**src/host_regs_pkg.sv**
```systemverilog
// package: offsets, reset values, field layout and types for the host control register block
package host_regs_pkg;
   // register byte offsets from the host base address
   localparam logic [11:0] OFS_DMA_REQUEST_MASK = 12'h005;
   localparam logic [11:0] OFS_DMA_ACTIVITY = 12'h006;
   localparam logic [11:0] OFS_DMA_STOP = 12'h008;
   localparam logic [11:0] OFS_CMD_LIST_STOP = 12'h009;
   localparam logic [11:0] OFS_CMD_LIST_ACTIVITY = 12'h010;
   localparam logic [11:0] OFS_DMA_REQUEST_TRIGGER = 12'h018;
   localparam logic [11:0] OFS_IRQ_PENDING = 12'h020;
   localparam logic [11:0] OFS_IRQ_ENABLE = 12'h024;
   localparam logic [11:0] OFS_SOFT_RESET = 12'h02C;
   localparam logic [11:0] OFS_DMA_SETUP = 12'h004;
   localparam logic [11:0] OFS_TRANSFER_COUNT = 12'h000;
   localparam logic [11:0] OFS_CMD_LIST_START = 12'h048;

   // field positions and widths
   localparam int IRQ_SRC_N = 5;
   localparam int IRQ_TEST_LO = 16;
   localparam int SETUP_NO_ACK_BIT = 3;
   localparam int SETUP_NEGATE_BIT = 1;
   localparam int COUNT_W = 24;

   // values after reset
   localparam logic RST_FLAG = 1'b0;
   localparam logic [IRQ_SRC_N-1:0] RST_IRQ = 5'h00;
   localparam logic [1:0] RST_IRQ_TEST = 2'h0;
   localparam logic [3:0] RST_SETUP = 4'h0;
   localparam logic [COUNT_W-1:0] RST_COUNT = 24'h000000;

   // interrupt source order, bit index in pending and enable
   typedef enum logic [2:0] {
      SRC_CMD_ERROR = 3'h0,
      SRC_CMD_DONE = 3'h1,
      SRC_VSYNC = 3'h2,
      SRC_FRAME_SYNC = 3'h3,
      SRC_EXT_SYNC_ERROR = 3'h4
   } irq_src_t;

   // external request state machine, one bit changes per step except gap to idle
   typedef enum logic [1:0] {
      DMA_IDLE = 2'b00,
      DMA_REQ = 2'b01,
      DMA_GAP = 2'b11
   } dma_state_t;

   // host register access bundle
   typedef struct packed {
      logic rd;
      logic wr;
      logic [11:0] addr;
      logic [31:0] wdata;
   } host_access_t;

   // raised interrupt source pulses
   typedef struct packed {
      logic ext_sync_error;
      logic frame_sync;
      logic vsync;
      logic cmd_done;
      logic cmd_error;
   } irq_events_t;
endpackage
```
**src/host_dma_irq_control_regs.sv**
```systemverilog
// host-interface control registers: dma request, command list, interrupts, soft reset
// Functional notes
// mask bit 1 holds off the external dma request; 0 re-enables it.
// dma activity flag reads 1 during a dma transfer, 0 after completion.
// writing 1 to dma stop suspends the dma transfer in progress.
// host writes dma stop after its transfer in no-ack dual mode.
// writing 1 to command-list stop suspends the list transfer in progress.
// command-list activity flag reads 1 during list transfer, 0 after.
// writing 1 to the trigger starts a dma with external request handshake.
// request line stays low while mask is set, even after trigger.
// trigger ignores written 0; hardware clears it when dma completes.
// pending bit reads 1 when raised; writing 0 clears it.
// pending bits 0..4: cmd error, cmd done, vsync, frame sync, sync error.
// pending bits 17:16 are test bits, may be 1 after cmd error.
// a source whose enable bit is 0 does not drive the interrupt.
// enable bits 0..4 gate the same five sources in the same order.
// writing 1 to the soft reset bit performs a software reset.
// no-ack mode: edge request, negated per transfer and while not ready.
// transfer count shows remaining count; 0 means 16,777,216 transfers.
// list start bit begins the list transfer; fifo access blocked meanwhile.
// software reset leaves the memory mode register untouched.
// interrupt output active when any pending bit has its enable set.
// reserved bits read 0 and ignore writes.
`timescale 1ns/1ps
`default_nettype none
module host_dma_irq_control_regs (
   // clock and reset
   input wire logic CLK,
   input wire logic RST_B,
   // host register access
   input wire logic HOST_RD,
   input wire logic HOST_WR,
   input wire logic [11:0] HOST_ADDR,
   input wire logic [31:0] HOST_WDATA,
   output logic [31:0] HOST_RDATA,
   // external dma handshake
   output logic DMA_REQUEST_LINE,
   input wire logic DMA_XFER_DONE,
   input wire logic DMA_DATA_READY,
   // command list engine
   input wire logic CMD_LIST_DONE,
   output logic CMD_LIST_RUN,
   output logic LIST_FIFO_BLOCK,
   // interrupt sources and output
   input wire logic [4:0] IRQ_EVENTS,
   input wire logic [1:0] IRQ_TEST_EVENTS,
   output logic IRQ_OUT,
   // software reset to the rest of the device
   output logic SOFT_RESET_PULSE
);
   // host access and event views of the ports
   host_regs_pkg::host_access_t acc;
   host_regs_pkg::irq_events_t ev;

   // request sequencer state
   host_regs_pkg::dma_state_t st_q;
   host_regs_pkg::dma_state_t st_d;

   // ready synchroniser
   logic [1:0] ready_sync_q;
   logic ready_s;

   // soft reset strobe and the combined block reset
   logic soft_reset_cmd_q;
   logic rst_all;

   // register contents
   logic mask_q;
   logic trig_q;
   logic dma_act_q;
   logic list_act_q;
   logic [3:0] setup_q;
   logic [23:0] count_q;
   logic [4:0] pend_q;
   logic [1:0] test_q;
   logic [4:0] en_q;

   // read data ahead of its output flop
   logic [31:0] rdata_d;

   // decoded write strobes
   logic wr_mask;
   logic wr_stop;
   logic wr_lstop;
   logic wr_trig;
   logic wr_pend;
   logic wr_en;
   logic wr_soft_reset_cmd;
   logic wr_setup;
   logic wr_count;
   logic wr_lstart;

   // transfer events
   logic dma_end;
   logic beat;

   assign acc = '{rd: HOST_RD, wr: HOST_WR, addr: HOST_ADDR, wdata: HOST_WDATA};
   assign ev = host_regs_pkg::irq_events_t'(IRQ_EVENTS);

   // write strobes per register
   // exact offset match only; aliases would let stray writes hit the command bits
   assign wr_mask = acc.wr && acc.addr == host_regs_pkg::OFS_DMA_REQUEST_MASK;
   assign wr_stop = acc.wr && acc.addr == host_regs_pkg::OFS_DMA_STOP;
   assign wr_lstop = acc.wr && acc.addr == host_regs_pkg::OFS_CMD_LIST_STOP;
   assign wr_trig = acc.wr && acc.addr == host_regs_pkg::OFS_DMA_REQUEST_TRIGGER;
   assign wr_pend = acc.wr && acc.addr == host_regs_pkg::OFS_IRQ_PENDING;
   assign wr_en = acc.wr && acc.addr == host_regs_pkg::OFS_IRQ_ENABLE;
   assign wr_soft_reset_cmd = acc.wr && acc.addr == host_regs_pkg::OFS_SOFT_RESET;
   assign wr_setup = acc.wr && acc.addr == host_regs_pkg::OFS_DMA_SETUP;
   assign wr_count = acc.wr && acc.addr == host_regs_pkg::OFS_TRANSFER_COUNT;
   assign wr_lstart = acc.wr && acc.addr == host_regs_pkg::OFS_CMD_LIST_START;

   // ready input comes from outside logic timing, two flops before use
   // only the second flop feeds logic; the first may still be settling
   always_ff @(posedge CLK) begin
      if (!RST_B) begin
         ready_sync_q <= 2'h0;
      end else begin
         ready_sync_q <= {ready_sync_q[0], DMA_DATA_READY};
      end
   end
   assign ready_s = ready_sync_q[1];

   // soft reset strobe, one cycle; clears this block's state too
   // the read data flop is outside this reset, so a read in flight keeps its value
   always_ff @(posedge CLK) begin
      if (!RST_B) begin
         soft_reset_cmd_q <= 1'b0;
      end else begin
         soft_reset_cmd_q <= wr_soft_reset_cmd && acc.wdata[0];
      end
   end
   assign SOFT_RESET_PULSE = soft_reset_cmd_q;
   // memory mode register lives elsewhere and never sees this strobe as a reset
   assign rst_all = !RST_B || soft_reset_cmd_q;

   // dma request mask and setup bits
   always_ff @(posedge CLK) begin
      if (rst_all) begin
         mask_q <= host_regs_pkg::RST_FLAG;
         setup_q <= host_regs_pkg::RST_SETUP;
      end else begin
         if (wr_mask) begin
            mask_q <= acc.wdata[0];
         end
         if (wr_setup) begin
            setup_q <= acc.wdata[3:0];
         end
      end
   end

   // one transfer beat taken by the host dma controller
   assign beat = DMA_XFER_DONE && st_q == host_regs_pkg::DMA_REQ;
   // completion: count reached one on a beat, or host stop written
   assign dma_end = (beat && count_q == 24'h000001) || (wr_stop && acc.wdata[0]);

   // remaining transfer count; zero loaded means the full 2^24 span
   // a count write is refused while active so a run cannot be corrupted mid-way
   always_ff @(posedge CLK) begin
      if (rst_all) begin
         count_q <= host_regs_pkg::RST_COUNT;
      end else if (wr_count && !dma_act_q) begin
         count_q <= acc.wdata[23:0];
      end else if (beat) begin
         count_q <= count_q - 24'h000001;
      end
   end

   // trigger and activity flag; a write of 0 is ignored
   // completion beats a trigger in the same cycle; the host sees idle and may retrigger
   always_ff @(posedge CLK) begin
      if (rst_all) begin
         trig_q <= host_regs_pkg::RST_FLAG;
         dma_act_q <= host_regs_pkg::RST_FLAG;
      end else if (dma_end) begin
         trig_q <= 1'b0;
         dma_act_q <= 1'b0;
      end else if (wr_trig && acc.wdata[0]) begin
         trig_q <= 1'b1;
         dma_act_q <= 1'b1;
      end
   end

   // request sequencer: gap state negates the line after each beat in no-ack mode
   // the gap lasts one cycle, enough for the host controller to see a fresh edge
   always_comb begin
      st_d = st_q;
      case (st_q)
         host_regs_pkg::DMA_IDLE: begin
            if (trig_q && !dma_end) begin
               st_d = host_regs_pkg::DMA_REQ;
            end
         end
         host_regs_pkg::DMA_REQ: begin
            if (dma_end) begin
               st_d = host_regs_pkg::DMA_IDLE;
            end else if (beat && setup_q[host_regs_pkg::SETUP_NO_ACK_BIT]) begin
               st_d = host_regs_pkg::DMA_GAP;
            end
         end
         host_regs_pkg::DMA_GAP: begin
            st_d = dma_end ? host_regs_pkg::DMA_IDLE : host_regs_pkg::DMA_REQ;
         end
         default: st_d = host_regs_pkg::DMA_IDLE;
      endcase
   end

   // sequencer state register
   always_ff @(posedge CLK) begin
      if (rst_all) begin
         st_q <= host_regs_pkg::DMA_IDLE;
      end else begin
         st_q <= st_d;
      end
   end

   // request line: masked, or negated while not ready in no-ack or negate mode
   // registered so the host controller never sees a decode glitch as an edge
   always_ff @(posedge CLK) begin
      if (rst_all) begin
         DMA_REQUEST_LINE <= 1'b0;
      end else begin
         DMA_REQUEST_LINE <= st_d == host_regs_pkg::DMA_REQ && !mask_q
            && (ready_s || !(setup_q[host_regs_pkg::SETUP_NO_ACK_BIT]
            || setup_q[host_regs_pkg::SETUP_NEGATE_BIT]));
      end
   end

   // command list activity: start bit sets, stop or completion clears
   // completion or stop wins over a start in the same cycle
   always_ff @(posedge CLK) begin
      if (rst_all) begin
         list_act_q <= host_regs_pkg::RST_FLAG;
      end else if (CMD_LIST_DONE || (wr_lstop && acc.wdata[0])) begin
         list_act_q <= 1'b0;
      end else if (wr_lstart && acc.wdata[0]) begin
         list_act_q <= 1'b1;
      end
   end
   assign CMD_LIST_RUN = list_act_q;
   assign LIST_FIFO_BLOCK = list_act_q;

   // interrupt pending: set wins over a clearing write of 0 in the same cycle
   // test bits only mirror a fault, so any pending write clears them
   always_ff @(posedge CLK) begin
      if (rst_all) begin
         pend_q <= host_regs_pkg::RST_IRQ;
         test_q <= host_regs_pkg::RST_IRQ_TEST;
      end else begin
         pend_q <= (wr_pend ? (pend_q & acc.wdata[4:0]) : pend_q) | IRQ_EVENTS;
         test_q <= (wr_pend ? 2'h0 : test_q)
            | (IRQ_TEST_EVENTS & {2{ev.cmd_error}});
      end
   end

   // interrupt enable
   // a new enable reaches the output one cycle later, through the output flop
   always_ff @(posedge CLK) begin
      if (rst_all) begin
         en_q <= host_regs_pkg::RST_IRQ;
      end else if (wr_en) begin
         en_q <= acc.wdata[4:0];
      end
   end

   // registered interrupt output keeps glitches off the cpu line
   always_ff @(posedge CLK) begin
      if (rst_all) begin
         IRQ_OUT <= 1'b0;
      end else begin
         IRQ_OUT <= |(pend_q & en_q);
      end
   end

   // read mux; stop and soft reset read back as 0, unmapped reads 0
   // reads have no side effects, so status polling is safe
   always_comb begin
      rdata_d = 32'h00000000;
      case (acc.addr)
         host_regs_pkg::OFS_DMA_REQUEST_MASK: rdata_d[0] = mask_q;
         host_regs_pkg::OFS_DMA_ACTIVITY: rdata_d[0] = dma_act_q;
         host_regs_pkg::OFS_CMD_LIST_ACTIVITY: rdata_d[0] = list_act_q;
         host_regs_pkg::OFS_DMA_REQUEST_TRIGGER: rdata_d[0] = trig_q;
         host_regs_pkg::OFS_DMA_SETUP: rdata_d[3:0] = setup_q;
         host_regs_pkg::OFS_TRANSFER_COUNT: rdata_d[23:0] = count_q;
         host_regs_pkg::OFS_CMD_LIST_START: rdata_d[0] = list_act_q;
         host_regs_pkg::OFS_IRQ_PENDING: begin
            rdata_d[4:0] = pend_q;
            rdata_d[17:16] = test_q;
         end
         host_regs_pkg::OFS_IRQ_ENABLE: rdata_d[4:0] = en_q;
         default: rdata_d = 32'h00000000;
      endcase
   end

   // read data flop, loaded only on a read so it stands until the next one
   always_ff @(posedge CLK) begin
      if (!RST_B) begin
         HOST_RDATA <= 32'h00000000;
      end else if (acc.rd) begin
         HOST_RDATA <= rdata_d;
      end
   end
endmodule // host_dma_irq_control_regs
`default_nettype wire

```
**config.mk**
```make
export PLATFORM = sky130hd
export DESIGN_NAME = host_dma_irq_control_regs
export DESIGN_NICKNAME = d
export VERILOG_FILES = /design/src/host_regs_pkg.sv /design/src/host_dma_irq_control_regs.sv
export SDC_FILE = /design/constraint.sdc
export NUM_CORES = 1
export LEC_CHECK = 0
export ABC_AREA = 1
export ABC_CLOCK_PERIOD_IN_PS = 2100
export BUFFER_PORTS_ARGS = -buffer_cell sky130_fd_sc_hd__buf_2
export CAP_MARGIN = 0
export CORE_UTILIZATION = 50
export DETAILED_ROUTE_END_ITERATION = 8
export MAX_ROUTING_LAYER = met4
export PLACE_DENSITY = 0.84
export SYNTH_ARGS = -nofsm -noshare
export SYNTH_HDL_FRONTEND = slang
export SYNTH_SLANG_ARGS = --single-unit
```
**constraint.sdc**
```tcl
create_clock -name CLK -period 2.1 [get_ports CLK]
set_input_delay 0.42 -clock CLK [delete_from_list [all_inputs] [get_ports CLK]]
set_output_delay 0.42 -clock CLK [all_outputs]
set_load 0.01 [all_outputs]
```
* Word-level counts from Yosys, hierarchy flattened
Index checks and enable logic that the tools add are counted.
Word-level totals: input bits 58, register bits after elaboration 74, logic and storage cells 90, output and inout port bits 37
Cells by class: bitwise logic cells 5, equal/unequal tests 15, add/subtract/negate cells 1, muxes and demuxes 15, reduce and logical (&&, ||, !) cells 40
Operators with widths (count):
- 2-to-1 mux 24 bit | 2
- == test 12 x 3 -> 1 bit (second input constant) | 3
- == test 12 x 6 -> 1 bit (second input constant) | 3
- == test 12 x 4 -> 1 bit (second input constant) | 2
- == test 12 x 5 -> 1 bit (second input constant) | 2
- == test 24 x 1 -> 1 bit (second input constant) | 1
- subtractor 24 x 1 -> 24 bit (second input constant) | 1
- logical AND 1 bit | 22
- == test 12 x 7 -> 1 bit (second input constant) | 1
- logical NOT 12 bit | 1
- one-hot mux 3 bit (4 select lines) | 1
- 2-to-1 mux 11 bit | 1
- bitwise AND 5 bit | 2
- 2-to-1 mux 2 bit | 4
- OR reduction 2 bit | 4
- one-hot mux 1 bit (7 select lines) | 1
- 2-to-1 mux 6 bit | 1
- one-hot mux 2 bit (3 select lines) | 1
- logical NOT 1 bit | 5
- logical OR 1 bit | 5
- 2-to-1 mux 5 bit | 1
- OR 5 bit | 1
- OR reduction 5 bit | 1
- == test 2 x 1 -> 1 bit (second input constant) | 2
- 8 further kinds | 8

* Depth between registers and ports, before layout
depth in word-level cells 11, mapped depth 12

* Worst setup path after synthesis
OpenSTA, ideal clock, no wires.
kind input port to flip-flop, from input HOST_ADDR[8], to register count_q[3], arrival time 1.417 ns, stages on the path 10, setup time 0.122 ns, path buffers 2, setup slack 0.561 ns, path through inv_1 -> nand2_1 -> nor2_4 -> nand2_4 -> nor2_8 -> nand2_4 -> buf_6 -> buf_2 -> o21ai_1 -> a21oi_1
On the way: longest elaborated chain between the ends 4, elaborated cells between the ends (all ways) 5, those cells by class mux (1); reduce/logical (4)
RTL lines:
- start, declared | line host_dma_irq_control_regs.sv:33 | input wire logic [11:0] HOST_ADDR,
- logical NOT 12 bit * | line host_dma_irq_control_regs.sv:110 | assign wr_count = acc.wr && acc.addr == host_regs_pkg::OFS_TRANSFER_COUNT;
- logical AND 1 bit * | line host_dma_irq_control_regs.sv:110
- logical AND 1 bit * | line host_dma_irq_control_regs.sv:162 | end else if (wr_count && !dma_act_q) begin
- 2-to-1 mux 24 bit or nonzero test 2 bit (tied branches)
- end signal, assigned | line host_dma_irq_control_regs.sv:161 | count_q <= host_regs_pkg::RST_COUNT;
- end signal, assigned | line host_dma_irq_control_regs.sv:163 | count_q <= acc.wdata[23:0];
- end signal, assigned | line host_dma_irq_control_regs.sv:165 | count_q <= count_q - 24'h000001;
- end, declared | line host_dma_irq_control_regs.sv:73 | logic [23:0] count_q;
Every way passes the cells marked *; elsewhere a longest branch is shown, timed or not. A chain may end at the register's enable or synchronous reset.

* Worst setup path in the final report
from register count_q[0], to register count_q[22]
On the way: longest elaborated chain between the ends 3
RTL lines:
- subtractor 24 x 1 -> 24 bit | line host_dma_irq_control_regs.sv:165
- 2-to-1 mux 24 bit | line host_dma_irq_control_regs.sv:164 | end else if (beat) begin
- 2-to-1 mux 24 bit | line host_dma_irq_control_regs.sv:162
No other way between the ends. The select of a mux whose other input is x is not followed.

==> parameters.txt <==
Parameter                              Value

Route
  Antenna Violating Nets Remaining ... 0
  First-pass iteration count of the detailed router ... 6
  Final routed wirelength across all metal layers ... around 10 mm
  Per-cell via count in the routed design ... around 5.4
  Drt drc ... 0
  Initial drt markers ... 336
  WL per Instance ... roughly 14 um
  DR vias ... ~4100

Layout
  Syn-to-layout area delta ... 17.2%
  Highest-count cells in the layout ignoring fill and taps ... 131 x sky130_fd_sc_hd__nand2_1, 78 x sky130_fd_sc_hd__buf_2, 74 x sky130_fd_sc_hd__dfxtp_1, 63 x sky130_fd_sc_hd__inv_1, 60 x sky130_fd_sc_hd__nor2_1
  Filler instances ... approximately 690
  Number of nets in the finished design ... 718
  Fraction of final layout cells sized beyond drive strength 1 ... 0.190
  Area of all sequential standard cells ... approximately 1500 um^2
  Leading cell type in the layout, fill and taps excluded ... sky130_fd_sc_hd__nand2_1
  Area of the multi-input gates ... slightly above 2000 um^2
  Antenna diode instance count ... 0
  Final instance count without filler cells ... about 760

CTS
  Clock root buffer master ... sky130_fd_sc_hd__clkbuf_8
  Number of cells upsized or downsized after cts ... 0
  CTS tree ... yes
  Maximum clock insertion buffer count ... 2
  Clock latency on the worst-skew pair ... 360 ps
  Total number of clock tree sinks ... 74
  Setup fix buffers added after clock tree synthesis ... 0
  Number of buffers inserted during clock tree synthesis ... 9
  H-tree depth ... 3
  Hold buffers post-CTS ... 0
  Clock Pin Slew Worst Setup and Hold Paths ... 80 ps

Pwr
  Proportion of power drawn by flip-flops and latches ... 0.499
  Clock share of power ... 0.426
  Pwr Density ... about 630 nW/um^2
  Switching Power ... 0.715 mW
  Sw Share ... 0.247
  Proportion of power drawn by combinational gates ... 0.075
  Highest ir drop seen on vdd ... 0.402 mV
  Static Leak ... around 2.2 nW
  Int Pwr ... ~2.2 mW

Synth
  Syn avg cell area ... 6.77 um^2
  Yosys synthesis warning count ... 0
  Netlist area before placement ... around 4000 um^2
  #FFs+latches synth ... 74
  Sequential share of the synthesized area ... 0.379
  Syn Inst Count ... about 580
  Distinct cell type count of the synthesized netlist ... 37

Hold path
  Count of cells along the worst hold path ... 2
  Hold path start ... CMD_LIST_DONE
  Endpoint, Worst Hold ... CMD_LIST_RUN
  Worst hold-check path type ... input pin to register

STA
  Final count of pins violating max slew ... 0
  Final critical delay including setup and external delays ... between 1500 and 2000 ps
  Unrepaired setup endpoints after global routing ... false
  Final setup violating endpoints ... 0
  Total negative setup slack ... 0 ps
  Max Clk Rate ... 586 MHz
  Share of the clock period used by the worst path ... 0.812
  Number of hold violations in the final report ... 0
  Worst Clk Skew ... between 8 and 9 ps

Global routing
  Vias in the first global route ... about 3600
  Layer with the highest usage after global routing ... met2
  Maximum number of pins on one net before global-route repair ... 35
  Met1 capacity usage during global routing ... 0.369
  Total GRT Usage ... 0.268
  Wire length of the first global-routing pass ... around 17 mm
  Global-route congestion overflow total ... 0
  Met2 usage in global routing ... 0.387
  Number of antenna violations at the first check in global routing ... 0
  GRT met3 Usage ... 0.0463

Worst setup path
  R2R Path Start ... count_q[0]
  Worst reg-to-reg path cell count ... 10
  Setup crit start kind ... register
  Arrival @ worst endpoint ... slightly below 2000 ps
  Required time worst endpoint ... 2330 ps
  Largest fanout of any net on the critical path ... 4
  Worst R2R End ... count_q[22]
  Start-to-end type of the worst setup path ... register to register
  Element type at the critical path end ... register
  Worst-case register-to-register setup slack ... roughly 390 ps

Place
  Total half-perimeter wirelength after legalization and detailed placement ... around 7.8 mm
  Last weighted congestion value of the routability-driven placer ... between 0.9 and 1
  Number of buffer cells added on primary ports ... 78
  Post-placement cell count ... around 750

Job
  Max-capacitance violation count ... 0

Floorplan
  Floorplan row count ... 31
  Starting Density ... 0.528
  Overall die height ... around 90 um
  Area of the die ... 8180 um^2
  Die Wd ... around 90 um
  Core box area ... around 7400 um^2
  I/O pin count ... 95

Status
  Result of the run ... finished, final reports clean
-- power by group through the flow --
stage	sequential (mW)	clock (mW)	combinational, mW
global route	1.45	1.29	0.245
finish	1.45	1.23	0.218
detailed placement	1.48	0	0.216
global placement	1.48	0	0.211
floorplan	1.49	0	0.116
CTS	1.45	1.24	0.217
-- how the worst max path moves through the flow --
stage,from,cells past startpoint,slack [ps],endpoint
floorplan,HOST_ADDR[8],10,560,count_q[3]
global placement,HOST_ADDR[4],11,180,count_q[23]
detailed placement,HOST_ADDR[4],11,180,count_q[23]
CTS,count_q[1],10,420,count_q[22]
global route,count_q[0],11,170,count_q[14]
finish,count_q[0],10,390,count_q[22]
-- through the flow --
step / power [mW] / cell area [um^2] / setup slack [ps] / util / hold slack (ps)
6_report: 2.90 / 4580 / 394 / 0.619 / 224
5_1_grt: 2.99 / 4580 / 166 / 0.619 / 225
4_1_cts: 2.90 / 4580 / 420 / 0.619 / 221
3_5_place_dp: 1.70 / 4370 / 178 / 0.590 / 420
3_3_place_gp: 1.69 / 4370 / 184 / 0.590 / 412
2_1_floorplan: 1.60 / 3940 / 561 / - / 390
-- area by class of cell --
type / count / share of cell area
Clock buffer: 9 / 0.0270
Tap cell: 99 / 0.0270
Timing Repair Buffer: 88 / 0.102
Inverter: 71 / 0.0581
Sequential cell: 74 / 0.323
Multi-Input combinational cell: 414 / 0.443
Clock inverter: 6 / 0.0199
-- worst max-delay path, stage by stage, from the launching register on --
cell and delay (ps):
sky130_fd_sc_hd__dfxtp_1 360, sky130_fd_sc_hd__inv_1 110, sky130_fd_sc_hd__ha_1 140, sky130_fd_sc_hd__inv_1 60, sky130_fd_sc_hd__nor2_1 120, sky130_fd_sc_hd__nand2_1 130, sky130_fd_sc_hd__nor2_1 160, sky130_fd_sc_hd__nand3_1 110
sky130_fd_sc_hd__xor2_1 150, sky130_fd_sc_hd__o21ai_0 160, sky130_fd_sc_hd__a21oi_1 80
-- cells in the mapped netlist --
master	number	area, um^2
sky130_fd_sc_hd__conb_1	1	3.75
sky130_fd_sc_hd__nor2_8	2	40.0
sky130_fd_sc_hd__dfxtp_1	74	1480
sky130_fd_sc_hd__a211oi_1	2	15.0
sky130_fd_sc_hd__o21ai_0	49	245
sky130_fd_sc_hd__o211ai_1	8	60.1
sky130_fd_sc_hd__nand2_1	131	492
sky130_fd_sc_hd__xor2_1	8	70.1
sky130_fd_sc_hd__o21ai_1	9	45.0
sky130_fd_sc_hd__inv_2	8	30.0
sky130_fd_sc_hd__or2_2	1	6.26
sky130_fd_sc_hd__nor3_1	7	35.0
sky130_fd_sc_hd__nor2_4	2	22.5
sky130_fd_sc_hd__a21oi_1	54	270
sky130_fd_sc_hd__nor3b_1	1	7.51
sky130_fd_sc_hd__buf_2	1	5.00
sky130_fd_sc_hd__nand3b_1	2	15.0
sky130_fd_sc_hd__nor4_1	3	18.8
sky130_fd_sc_hd__buf_4	12	90.1
sky130_fd_sc_hd__clkbuf_1	11	41.3
sky130_fd_sc_hd__or2_0	1	6.26
sky130_fd_sc_hd__nor2_2	1	6.26
sky130_fd_sc_hd__nand3_1	32	160
sky130_fd_sc_hd__buf_6	2	22.5
sky130_fd_sc_hd__nor2_1	60	225
sky130_fd_sc_hd__nand4_1	6	37.5
sky130_fd_sc_hd__o22ai_1	4	25.0
sky130_fd_sc_hd__nand3_2	2	20.0
sky130_fd_sc_hd__inv_1	63	236
sky130_fd_sc_hd__a221oi_1	1	8.76
sky130_fd_sc_hd__nand2_2	3	18.8
sky130_fd_sc_hd__xnor2_1	3	26.3
sky130_fd_sc_hd__a31oi_1	7	43.8
sky130_fd_sc_hd__nand2_4	3	33.8
sky130_fd_sc_hd__ha_1	2	25.0
sky130_fd_sc_hd__a41oi_1	1	8.76
sky130_fd_sc_hd__a211oi_2	1	12.5
-- flip-flops by register name, indices dropped and copies added, names as in the netlist --
| name | count |
|---|---|
| CMD_LIST_RUN | 1 |
| DMA_REQUEST_LINE | 1 |
| HOST_RDATA | 24 |
| IRQ_OUT | 1 |
| SOFT_RESET_PULSE | 1 |
| count_q | 24 |
| dma_act_q | 1 |
| en_q | 5 |
| mask_q | 1 |
| pend_q | 5 |
| ready_sync_q | 2 |
| setup_q | 4 |
| st_q | 2 |
| test_q | 2 |
-- per-layer routing --
layer / wire length [um] / vias up
met5: 0 / -
met4: 161 / 0
met3: 1010 / 25
met2: 4560 / 199
met1: 4700 / 1823
li1: - / 2033
-- logic make-up after synthesis --
family | after synthesis | synth area share
flip-flops | 74 | 0.379
AO/OA/AOI/OAI | 136 | 0.188
AND/OR/NAND/NOR | 257 | 0.293
adder cells (fa/ha/maj) | 2 | 0.00640
other | 1 | 0.000959
XOR/XNOR | 11 | 0.0246
buffers and inverters | 97 | 0.109
No activity file was read; power rests on OpenSTA's default activity.
